===== src/hdl/eesr_pkg.sv =====
// Purpose: Shared constants and command codes for the extended event status block
// Assumes: One 40 MHz clock shared with the command parser and the measurement logic
// Notes: Register values are carried as plain binary; decimal text is made outside
package eesr_pkg;

	// ----------------------------------------------------------------
	// Widths and reset values
	// ----------------------------------------------------------------
	localparam int EESR_REG_W = 8;
	localparam logic [7:0] EESR_EVT_RESET = 8'h00;
	localparam logic [7:0] EESR_MASK_RESET = 8'h00;

	// ----------------------------------------------------------------
	// Bit positions
	// ----------------------------------------------------------------
	localparam int EESR_CMP_SYNC_EST = 7;
	localparam int EESR_CMP_LEVEL_END = 6;
	localparam int EESR_CMP_FREQ_END = 5;
	localparam int EESR_CMP_AVG_END = 4;
	localparam int EESR_CMP_CAL_END = 1;
	localparam int EESR_CMP_MEAS_END = 0;
	localparam int EESR_FLT_SYNC_LOSS = 0;
	localparam logic [7:0] EESR_CMP_USED = 8'hf3;
	localparam logic [7:0] EESR_FLT_USED = 8'h01;
	localparam int EESR_STB_CMP_SUM = 2;
	localparam int EESR_STB_FLT_SUM = 3;
	localparam int EESR_OPC_BIT = 0;
	localparam logic [7:0] EESR_OPC_ANSWER = 8'h01;

	// ----------------------------------------------------------------
	// Commands from the parser
	// ----------------------------------------------------------------
	typedef enum logic [3:0] {
		EESR_NOP = 4'h0,
		EESR_CLEAR_STATUS = 4'h1,
		EESR_RESET_CMD = 4'h2,
		EESR_DEVICE_CLEAR = 4'h3,
		EESR_WRITE_COMPLETION_MASK_CMD = 4'h4,
		EESR_WRITE_FAULT_MASK_CMD = 4'h5,
		EESR_READ_COMPLETION_EVENTS_QUERY = 4'h6,
		EESR_READ_FAULT_EVENTS_QUERY = 4'h7,
		EESR_READ_COMPLETION_MASK_QUERY = 4'h8,
		EESR_READ_FAULT_MASK_QUERY = 4'h9,
		EESR_SWEEP_MEASURE_CMD = 4'ha,
		EESR_SINGLE_MEASURE_CMD = 4'hb,
		EESR_OPC_CMD = 4'hc,
		EESR_OPC_QUERY = 4'hd
	} eesr_cmd_type;

endpackage : eesr_pkg


===== src/hdl/eesr_top.sv =====
// Purpose: Completion and fault event registers, their masks, summaries and command sequencing
// Assumes: Commands arrive decoded from a parser on the same clock; events are one-cycle pulses
// Assumes: op_busy_i stays high while the previous command executes
// Notes: Notes on behaviour below; the standard event register lives outside this block
`timescale 1ns/100ps

module eesr_top (
	input wire logic clock_i,
	input wire logic rst_i,
	input wire logic cmd_valid_i,
	input wire eesr_pkg::eesr_cmd_type cmd_code_i,
	input wire logic [7:0] cmd_data_i,
	output logic cmd_ready_o,
	output logic cmd_refused_o,
	output logic resp_valid_o,
	output logic [7:0] resp_data_o,
	input wire logic op_busy_i,
	input wire logic power_on_clear_flag_i,
	input wire logic [7:0] saved_completion_mask_i,
	input wire logic [7:0] saved_fault_mask_i,
	input wire logic ber_sync_established_i,
	input wire logic level_set_done_i,
	input wire logic freq_set_done_i,
	input wire logic average_done_i,
	input wire logic cal_done_i,
	input wire logic measure_done_i,
	input wire logic sync_lost_i,
	output logic measure_active_o,
	output logic opc_set_o,
	output logic completion_summary_o,
	output logic fault_summary_o,
	output logic [7:0] status_summary_bits_o
);
	import eesr_pkg::*;

	// ----------------------------------------------------------------
	// State
	// ----------------------------------------------------------------
	logic [7:0] completion_event_status_r;
	logic [7:0] fault_event_status_r;
	logic [7:0] completion_event_enable_r;
	logic [7:0] fault_event_enable_r;
	logic power_up_r;
	logic opc_pending_r;
	logic measure_active_r;
	logic [7:0] comp_set;
	logic [7:0] fault_set;
	logic take;
	logic is_measure_cmd;
	logic clear_completion;
	logic clear_fault;
	logic write_completion_mask;
	logic write_fault_mask;
	logic opc_query_taken;
	logic opc_cmd_taken;

	// Summary of one register: any enabled event bit that is set
	function automatic logic summary_of(input logic [7:0] events, input logic [7:0] mask);
		summary_of = |(events & mask);
	endfunction : summary_of

	// Clear-status and a register's own query both empty that register
	function automatic logic clears_events(input eesr_cmd_type code, input eesr_cmd_type own_query);
		clears_events = (code == EESR_CLEAR_STATUS) || (code == own_query);
	endfunction : clears_events

	// Sweep and single measurement share one interlock
	function automatic logic is_measure(input eesr_cmd_type code);
		is_measure = (code == EESR_SWEEP_MEASURE_CMD) || (code == EESR_SINGLE_MEASURE_CMD);
	endfunction : is_measure

	// ----------------------------------------------------------------
	// Event sources
	// ----------------------------------------------------------------
	always_comb begin
		comp_set = 8'h00;
		comp_set[EESR_CMP_SYNC_EST] = ber_sync_established_i;
		comp_set[EESR_CMP_LEVEL_END] = level_set_done_i;
		comp_set[EESR_CMP_FREQ_END] = freq_set_done_i;
		comp_set[EESR_CMP_AVG_END] = average_done_i;
		comp_set[EESR_CMP_CAL_END] = cal_done_i;
		comp_set[EESR_CMP_MEAS_END] = measure_done_i;
		comp_set = comp_set & EESR_CMP_USED;
		fault_set = 8'h00;
		fault_set[EESR_FLT_SYNC_LOSS] = sync_lost_i;
		fault_set = fault_set & EESR_FLT_USED;
	end

	// ----------------------------------------------------------------
	// Command acceptance
	// ----------------------------------------------------------------
	// A pending operation-complete query or a busy instrument holds off the next command
	assign cmd_ready_o = !op_busy_i && !opc_pending_r && !power_up_r;
	assign take = cmd_valid_i && cmd_ready_o;
	assign is_measure_cmd = is_measure(cmd_code_i);
	assign measure_active_o = measure_active_r;

	// ----------------------------------------------------------------
	// Command decode
	// ----------------------------------------------------------------
	// Each strobe is high only in the cycle in which its command is taken
	// Decoded once here so every register sees the same taken command
	assign clear_completion = take && clears_events(cmd_code_i, EESR_READ_COMPLETION_EVENTS_QUERY);
	assign clear_fault = take && clears_events(cmd_code_i, EESR_READ_FAULT_EVENTS_QUERY);
	assign write_completion_mask = take && (cmd_code_i == EESR_WRITE_COMPLETION_MASK_CMD);
	assign write_fault_mask = take && (cmd_code_i == EESR_WRITE_FAULT_MASK_CMD);
	assign opc_query_taken = take && (cmd_code_i == EESR_OPC_QUERY);
	assign opc_cmd_taken = take && (cmd_code_i == EESR_OPC_CMD);

	// ----------------------------------------------------------------
	// Event registers: set wins over clear; no write path exists
	// ----------------------------------------------------------------
	// An event in the same cycle as its clear survives, so no completion is lost
	// The query answer carries the value from before the clear
	always_ff @(posedge clock_i or posedge rst_i) begin
		if (rst_i) begin
			completion_event_status_r <= EESR_EVT_RESET;
		end else if (clear_completion) begin
			completion_event_status_r <= comp_set;
		end else begin
			completion_event_status_r <= completion_event_status_r | comp_set;
		end
	end

	always_ff @(posedge clock_i or posedge rst_i) begin
		if (rst_i) begin
			fault_event_status_r <= EESR_EVT_RESET;
		end else if (clear_fault) begin
			fault_event_status_r <= fault_set;
		end else begin
			fault_event_status_r <= fault_event_status_r | fault_set;
		end
	end

	// ----------------------------------------------------------------
	// Enable masks
	// ----------------------------------------------------------------
	// Power-up cycle: masks are cleared by reset, then restored from the saved copy
	// in the first cycle after release unless the power-on clear flag is true
	// Commands are held off during that cycle so a mask write cannot be lost
	// Clear-status, the reset command and device clear leave the masks alone
	always_ff @(posedge clock_i or posedge rst_i) begin
		if (rst_i) begin
			power_up_r <= 1'b1;
		end else begin
			power_up_r <= 1'b0;
		end
	end

	always_ff @(posedge clock_i or posedge rst_i) begin
		if (rst_i) begin
			completion_event_enable_r <= EESR_MASK_RESET;
		end else if (power_up_r) begin
			completion_event_enable_r <= power_on_clear_flag_i ? EESR_MASK_RESET : saved_completion_mask_i;
		end else if (write_completion_mask) begin
			completion_event_enable_r <= cmd_data_i;
		end
	end

	always_ff @(posedge clock_i or posedge rst_i) begin
		if (rst_i) begin
			fault_event_enable_r <= EESR_MASK_RESET;
		end else if (power_up_r) begin
			fault_event_enable_r <= power_on_clear_flag_i ? EESR_MASK_RESET : saved_fault_mask_i;
		end else if (write_fault_mask) begin
			fault_event_enable_r <= cmd_data_i;
		end
	end

	// ----------------------------------------------------------------
	// Measurement interlock
	// ----------------------------------------------------------------
	// A refused command is still taken, so the parser never stalls behind it;
	// a start taken while idle wins over a stray end pulse in the same cycle
	always_ff @(posedge clock_i or posedge rst_i) begin
		if (rst_i) begin
			measure_active_r <= 1'b0;
		end else if (take && is_measure_cmd && !measure_active_r) begin
			measure_active_r <= 1'b1;
		end else if (measure_done_i) begin
			measure_active_r <= 1'b0;
		end
	end

	always_ff @(posedge clock_i or posedge rst_i) begin
		if (rst_i) begin
			cmd_refused_o <= 1'b0;
		end else begin
			cmd_refused_o <= take && is_measure_cmd && measure_active_r;
		end
	end

	// ----------------------------------------------------------------
	// Operation complete
	// ----------------------------------------------------------------
	// The pending answer holds off new commands, so no query answer can overtake it;
	// it waits as long as op_busy_i stays high
	always_ff @(posedge clock_i or posedge rst_i) begin
		if (rst_i) begin
			opc_pending_r <= 1'b0;
		end else if (opc_query_taken) begin
			opc_pending_r <= 1'b1;
		end else if (!op_busy_i) begin
			opc_pending_r <= 1'b0;
		end
	end

	always_ff @(posedge clock_i or posedge rst_i) begin
		if (rst_i) begin
			opc_set_o <= 1'b0;
		end else begin
			opc_set_o <= opc_cmd_taken;
		end
	end

	// ----------------------------------------------------------------
	// Responses
	// ----------------------------------------------------------------
	// resp_data_o keeps the last answer; only resp_valid_o marks a new one
	always_ff @(posedge clock_i or posedge rst_i) begin
		if (rst_i) begin
			resp_valid_o <= 1'b0;
			resp_data_o <= 8'h00;
		end else begin
			resp_valid_o <= 1'b0;
			if (opc_pending_r && !op_busy_i) begin
				resp_valid_o <= 1'b1;
				resp_data_o <= EESR_OPC_ANSWER;
			end else if (take) begin
				case (cmd_code_i)
					EESR_READ_COMPLETION_EVENTS_QUERY: begin
						resp_valid_o <= 1'b1;
						resp_data_o <= completion_event_status_r;
					end
					EESR_READ_FAULT_EVENTS_QUERY: begin
						resp_valid_o <= 1'b1;
						resp_data_o <= fault_event_status_r;
					end
					EESR_READ_COMPLETION_MASK_QUERY: begin
						resp_valid_o <= 1'b1;
						resp_data_o <= completion_event_enable_r;
					end
					EESR_READ_FAULT_MASK_QUERY: begin
						resp_valid_o <= 1'b1;
						resp_data_o <= fault_event_enable_r;
					end
					default: begin
						resp_valid_o <= 1'b0;
					end
				endcase
			end
		end
	end

	// ----------------------------------------------------------------
	// Summaries for the status byte
	// ----------------------------------------------------------------
	// Registered, so the summaries trail the event registers by one cycle
	always_ff @(posedge clock_i or posedge rst_i) begin
		if (rst_i) begin
			completion_summary_o <= 1'b0;
			fault_summary_o <= 1'b0;
		end else begin
			completion_summary_o <= summary_of(completion_event_status_r, completion_event_enable_r);
			fault_summary_o <= summary_of(fault_event_status_r, fault_event_enable_r);
		end
	end

	// Only bits 2 and 3 belong to this block; the others are filled elsewhere
	always_comb begin
		status_summary_bits_o = 8'h00;
		status_summary_bits_o[EESR_STB_CMP_SUM] = completion_summary_o;
		status_summary_bits_o[EESR_STB_FLT_SUM] = fault_summary_o;
	end

endmodule : eesr_top


===== config.mk =====
export PLATFORM = sky130hd
export DESIGN_NAME = eesr_top
export DESIGN_NICKNAME = d
export VERILOG_FILES = /design/src/hdl/eesr_pkg.sv /design/src/hdl/eesr_top.sv
export SDC_FILE = /design/constraint.sdc
export NUM_CORES = 1
export LEC_CHECK = 0
export BUFFER_PORTS_ARGS = -buffer_cell sky130_fd_sc_hd__buf_2
export CAP_MARGIN = 20
export CELL_PAD_IN_SITES_DETAIL_PLACEMENT = 1
export CELL_PAD_IN_SITES_GLOBAL_PLACEMENT = 1
export CORE_MARGIN = 3
export CORE_UTILIZATION = 38
export DETAILED_ROUTE_END_ITERATION = 10
export HOLD_SLACK_MARGIN = 0.05
export PLACE_DENSITY = 0.75
export SLEW_MARGIN = 15
export SYNTH_ARGS = -nofsm -noshare
export SYNTH_HDL_FRONTEND = slang
export SYNTH_SLANG_ARGS = --single-unit
export TNS_END_PERCENT = 5

===== constraint.sdc =====
create_clock -name clock_i -period 2.2 [get_ports clock_i]
set_input_delay 0.44 -clock clock_i [delete_from_list [all_inputs] [get_ports clock_i]]
set_output_delay 0.44 -clock clock_i [all_outputs]
set_load 0.05 [all_outputs]

=== Word-level counts from Yosys, hierarchy flattened ===
Cells that the tools add are included.

* Flip-flop bits (word level): 48
* Bits of input ports: 40
* Logic and storage cells: 76

* Equal/unequal tests: 12
* Multiplexer cells: 18
* Bitwise operators: 4
* Reduce and logical (&&, ||, !) cells: 29

{| class="wikitable"
|+ Operator list
! operator !! number
|-
| 8-bit two-way mux || 10
|-
| 8-bit one-hot mux with 4 select lines || 1
|-
| 4-bit == test, second input constant || 6
|-
| 8-bit AND || 2
|-
| 4-bit by 3-bit == test with 1-bit output, second input constant || 4
|-
| 8-bit OR reduction || 2
|-
| 1-bit logical AND || 13
|-
| 8-bit by 1-bit bitwise OR with 8-bit output || 1
|-
| 8-bit bitwise OR || 1
|-
| 2-bit nonzero test || 4
|-
| 1-bit two-way mux || 7
|-
| 5-bit nonzero test || 1
|-
| 4-bit by 1-bit == test with 1-bit output, second input constant || 1
|-
| 1-bit zero test || 4
|-
| 4-bit OR reduction || 1
|-
| 1-bit logical OR || 3
|-
| 2-bit by 1-bit inequality test with 1-bit output, second input constant || 1
|-
| 2-bit AND reduction || 1
|}

=== Logic depth before layout (Yosys ltp) ===
* Depth after elaboration: 7
* Depth in mapped cells: 6
* Depth with buffers taken out: 5

=== Worst setup path after synthesis ===
No wires, ideal clock.

* Kind: reg2out
* Start: register power_up_r
* End: output port cmd_ready_o
* Data arrival time: 1.673 ns
* Data required time: 1.760 ns
* Slack: 0.087 ns
* Cell stages (with the launch flop): 3
* Buffers on the path: 1
* Path through: dfstp_2 clkbuf_1 nor3_1

* Cells in the longest elaborated chain, start to end: 2

{| class="wikitable"
|+ RTL lines
! item !! RTL line !! RTL
|-
| start: declaration || eesr_top.sv:43 || <nowiki>logic power_up_r;</nowiki>
|-
| start signal: assignment || eesr_top.sv:144 || <nowiki>power_up_r <= 1'b1;</nowiki>
|-
| start signal: assignment || eesr_top.sv:146 || <nowiki>power_up_r <= 1'b0;</nowiki>
|-
| 1-bit zero test || eesr_top.sv:93 || <nowiki>assign cmd_ready_o = !op_busy_i && !opc_pending_r && !power_up_r;</nowiki>
|-
| 1-bit logical AND || eesr_top.sv:93 ||
|-
| end: declaration || eesr_top.sv:13 || <nowiki>output logic cmd_ready_o,</nowiki>
|}

Every way passes these cells.

=== Worst setup path after layout ===
Same ends and word-level chain as after synthesis.

==> reports/metrics.yaml <==
outcome:
  run_status: "finished, final reports clean"
drt:
  avgRoutedWirePerCell_um: 15.2
  drt_first_pass_iters: 4
  detailedRoute.firstIterationViolations: 163
  totalWireLength_mm: 4.84
  drc: 0
  vias_per_cell: 5.02
  via_count: 1596
  antenna_violating_nets_post_route: 0
placed_design:
  place.detailed.hpwl_mm: 3.79
  placed_cell_area_um2: 2280
  numPortBuffers: 56
  place_ws_ns: 0.369
  routabilityCongestion: 0.850
sta:
  timing.slew.headroom: 0.651
  tightestPinTransition_ns: 0.522
  achievable-frequency_mhz: 563
  finalSetupViolCount: 0
  setup_tns_ns: 0
  fin_worst_hold_slack_ns: 0.261
  slew_violations: 0
  hold_viol: 0
  period_needed_ns: 1.78
  finalWorstSetupSlack_ns: 0.422
  grt_setup_unrepaired: "no"
  timing.final.crit_share: 0.808
  clock_skew_ns: 0.00367
grt:
  first_pass_grt_wire_length_mm: 8.20
  antenna_found_initial: 0
  grt_remaining_overflow: 0
  vias_in_the_first_global_route: 1708
  grt_use_total: 0.170
  pin_count_of_the_biggest_net_entering_global_routing: 40
cts:
  clock_latency_ns: 0.28
  tritoncts: "yes"
  cts.hold.buffers_added: 0
  numCtsBuffers: 5
  number_of_levels_the_h_tree_was_split_into: 2
  clkSinkCount: 39
  cts_root_buf: "sky130_fd_sc_hd__clkbuf_8"
  post_cts.resized_instances: 0
  worst_case_clock_buffer_depth: 2
  clock_slew_at_reported_path_ffs_ns: 0.07
  postCtsSetupBuffers: 0
floorplanning:
  overall_die_area_um2: 6140
  ioPinCount: 63
  rows: 25
  die_x_um: 78.3
  start_util: 0.407
  die-height_um: 78.3
  placeable_area_um2: 4880
job:
  cap_viol_max_count: 0
worst_setup_path:
  timing.setup.critical_path_class: "reg -> out"
  startpoint_type: "register"
  crit_path_arrival_time_ns: 1.34
  worst-path-max-fanout: 12
  timing.critical_path.required_ns: 1.76
  timing.critical_path.to_type: "primary output"
yosys:
  yosys_register_bits: 39
  netlist_top_cells_area: "sky130_fd_sc_hd__dfrtp_1, sky130_fd_sc_hd__a21oi_1, sky130_fd_sc_hd__a21o_1"
  dominant_register_cell_in_the_synthesized_netlist: "sky130_fd_sc_hd__dfrtp_1"
  synth-edff-count: 0
  post-synth-top-area-fraction: 0.478
  yosysSeqAreaShare: 0.492
  synthDominantAreaCellType: "sky130_fd_sc_hd__dfrtp_1"
  synth.lib_cells_used.distinct: 42
  synthesis.yosys.warnings: 0
  syn_inst: 195
  syn-mean-instance-area_um2: 10.2
  synthArstFlopShare: 1.00
  synth_area_um2: 1990
cells_and_area:
  antennaDiodeCount: 0
  finalNetCount: 291
  layout-drive-gt1-share: 0.327
  postLayoutCellArea_um2: 2370
  syn2layout_area_growth_pct: 19.1
power:
  ir_drop_mv: 0.267
  pwr_density_cell_nw_per_um2: 744
  power.static_leakage_uw: 0.00111
hold_path:
  min_path_type: "in -> async"
[Yosys cell counts, types with 2 or more instances]
| cell type | number |
|---|---|
| sky130_fd_sc_hd__a22oi_1 | 3 |
| sky130_fd_sc_hd__a21oi_1 | 21 |
| sky130_fd_sc_hd__o2bb2ai_1 | 2 |
| sky130_fd_sc_hd__nand3_1 | 3 |
| sky130_fd_sc_hd__nor3_1 | 8 |
| sky130_fd_sc_hd__buf_4 | 8 |
| sky130_fd_sc_hd__o21ai_0 | 16 |
| sky130_fd_sc_hd__buf_2 | 3 |
| sky130_fd_sc_hd__buf_6 | 4 |
| sky130_fd_sc_hd__mux2i_1 | 5 |
| sky130_fd_sc_hd__inv_1 | 4 |
| sky130_fd_sc_hd__o22ai_1 | 2 |
| sky130_fd_sc_hd__nand2_1 | 19 |
| sky130_fd_sc_hd__nor2_1 | 5 |
| sky130_fd_sc_hd__o21ai_1 | 4 |
| sky130_fd_sc_hd__dfrtp_1 | 38 |
| sky130_fd_sc_hd__o21ai_2 | 3 |
| sky130_fd_sc_hd__a21o_1 | 12 |
| sky130_fd_sc_hd__clkbuf_1 | 2 |
| sky130_fd_sc_hd__nor2b_1 | 11 |
[power breakdown]
group / leakage, µW / total, µW / internal [µW] / switching [µW]
sequential: 0.000468 / 836 / 789 / 47.2
combinational: 0.000591 / 446 / 134 / 312
clock: 0.0000470 / 478 / 246 / 232
total: 0.00111 / 1760 / 1170 / 591
[final cells by class]
class	instances	area [µm²]
well taps	67	83.8
clock inverters	1	5.00
inverters	5	18.8
flip-flops and latches	39	977
fillers	588	2510
clock buffers	6	82.6
multi-input cells	139	882
repair buffers	61	318
[worst paths after layout]
| path | from | slack [ns] | endpoint | cells past startpoint |
|---|---|---|---|---|
| setup reg to reg | opc_pending_r$_DFFE_PP0P_ | 0.50 | fault_event_enable_r[3]$_DFFE_PP0P_ | 5 |
| min in group clock_i | sync_lost_i | 0.33 | fault_event_status_r[0]$_DFF_PP0_ | 2 |
| hold / removal | rst_i | 0.26 | resp_valid_o$_DFF_PP0_ | 3 |
| setup / recovery | power_up_r$_DFF_PP1_ | 0.42 | cmd_ready_o | 3 |
| max in group asynchronous | rst_i | 1.59 | power_up_r$_DFF_PP1_ | 3 |
| hold reg to reg | resp_data_o[4]$_DFFE_PP0P_ | 0.48 | resp_data_o[4]$_DFFE_PP0P_ | 1 |
[state kept, by name, indices dropped and copies added (netlist names)]
signal	cells
cmd_refused_o	1
completion_event_enable_r	8
completion_event_status_r	6
completion_summary_o	1
fault_event_enable_r	8
fault_event_status_r	1
fault_summary_o	1
measure_active_o	1
opc_pending_r	1
opc_set_o	1
power_up_r	1
resp_data_o	8
resp_valid_o	1
[metrics by stage]
stage               utilization  std cells  power (µW)
floorplan                     -        201        1190
global route              0.485        318        1860
finish                    0.485        318        1760
CTS                       0.485        318        1780
global placement          0.467        311        1290
detailed placement        0.467        311        1300
[placed cells by master (no fill, tap or decap), types with 4 or more instances in the layout]
| cell | netlist | final |
|---|---|---|
| sky130_fd_sc_hd__conb_1 | 1 | 7 |
| sky130_fd_sc_hd__nand2_1 | 19 | 19 |
| sky130_fd_sc_hd__o21ai_0 | 16 | 16 |
| sky130_fd_sc_hd__a21oi_1 | 21 | 21 |
| sky130_fd_sc_hd__buf_2 | 3 | 56 |
| sky130_fd_sc_hd__dfrtp_1 | 38 | 38 |
| sky130_fd_sc_hd__clkbuf_8 | 0 | 6 |
| sky130_fd_sc_hd__nor2_1 | 5 | 5 |
| sky130_fd_sc_hd__buf_4 | 8 | 5 |
| sky130_fd_sc_hd__inv_1 | 4 | 4 |
| sky130_fd_sc_hd__o21ai_1 | 4 | 4 |
| sky130_fd_sc_hd__nor3_1 | 8 | 8 |
| sky130_fd_sc_hd__mux2i_1 | 5 | 5 |
| sky130_fd_sc_hd__nor2b_1 | 11 | 11 |
| sky130_fd_sc_hd__a21o_1 | 12 | 12 |
[critical path, stage by stage, from the launching register on]
cell	delay, ns
sky130_fd_sc_hd__dfstp_2	0.56
sky130_fd_sc_hd__buf_4	0.22
sky130_fd_sc_hd__nor3_1	0.06
sky130_fd_sc_hd__buf_2	0.22
[per-layer routing]
layer / up-vias / track usage / part of all wire / wire (µm)
met3: 4 / 0.0367 / 0.049 / 238
met1: 756 / 0.222 / 0.47 / 2270
li1: 783 / - / - / -
met2: 53 / 0.284 / 0.47 / 2280
met4: 0 / 0.0472 / 0.011 / 52
met5: - / 0 / 0 / 0
[logic make-up (layout without fill, tap and decap cells)]
group | Yosys count | after routing | share of synthesized area
xor gates and xnor gates | 1 | 1 | 0.00441
other | 1 | 7 | 0.00189
DFF | 39 | 39 | 0.492
AOI/OAI and AO/OA | 68 | 68 | 0.230
and+or+nand+nor | 58 | 58 | 0.171
muxes | 5 | 5 | 0.0252
buffers and inverters | 23 | 73 | 0.0761
Power figures use the tool's default switching activity.
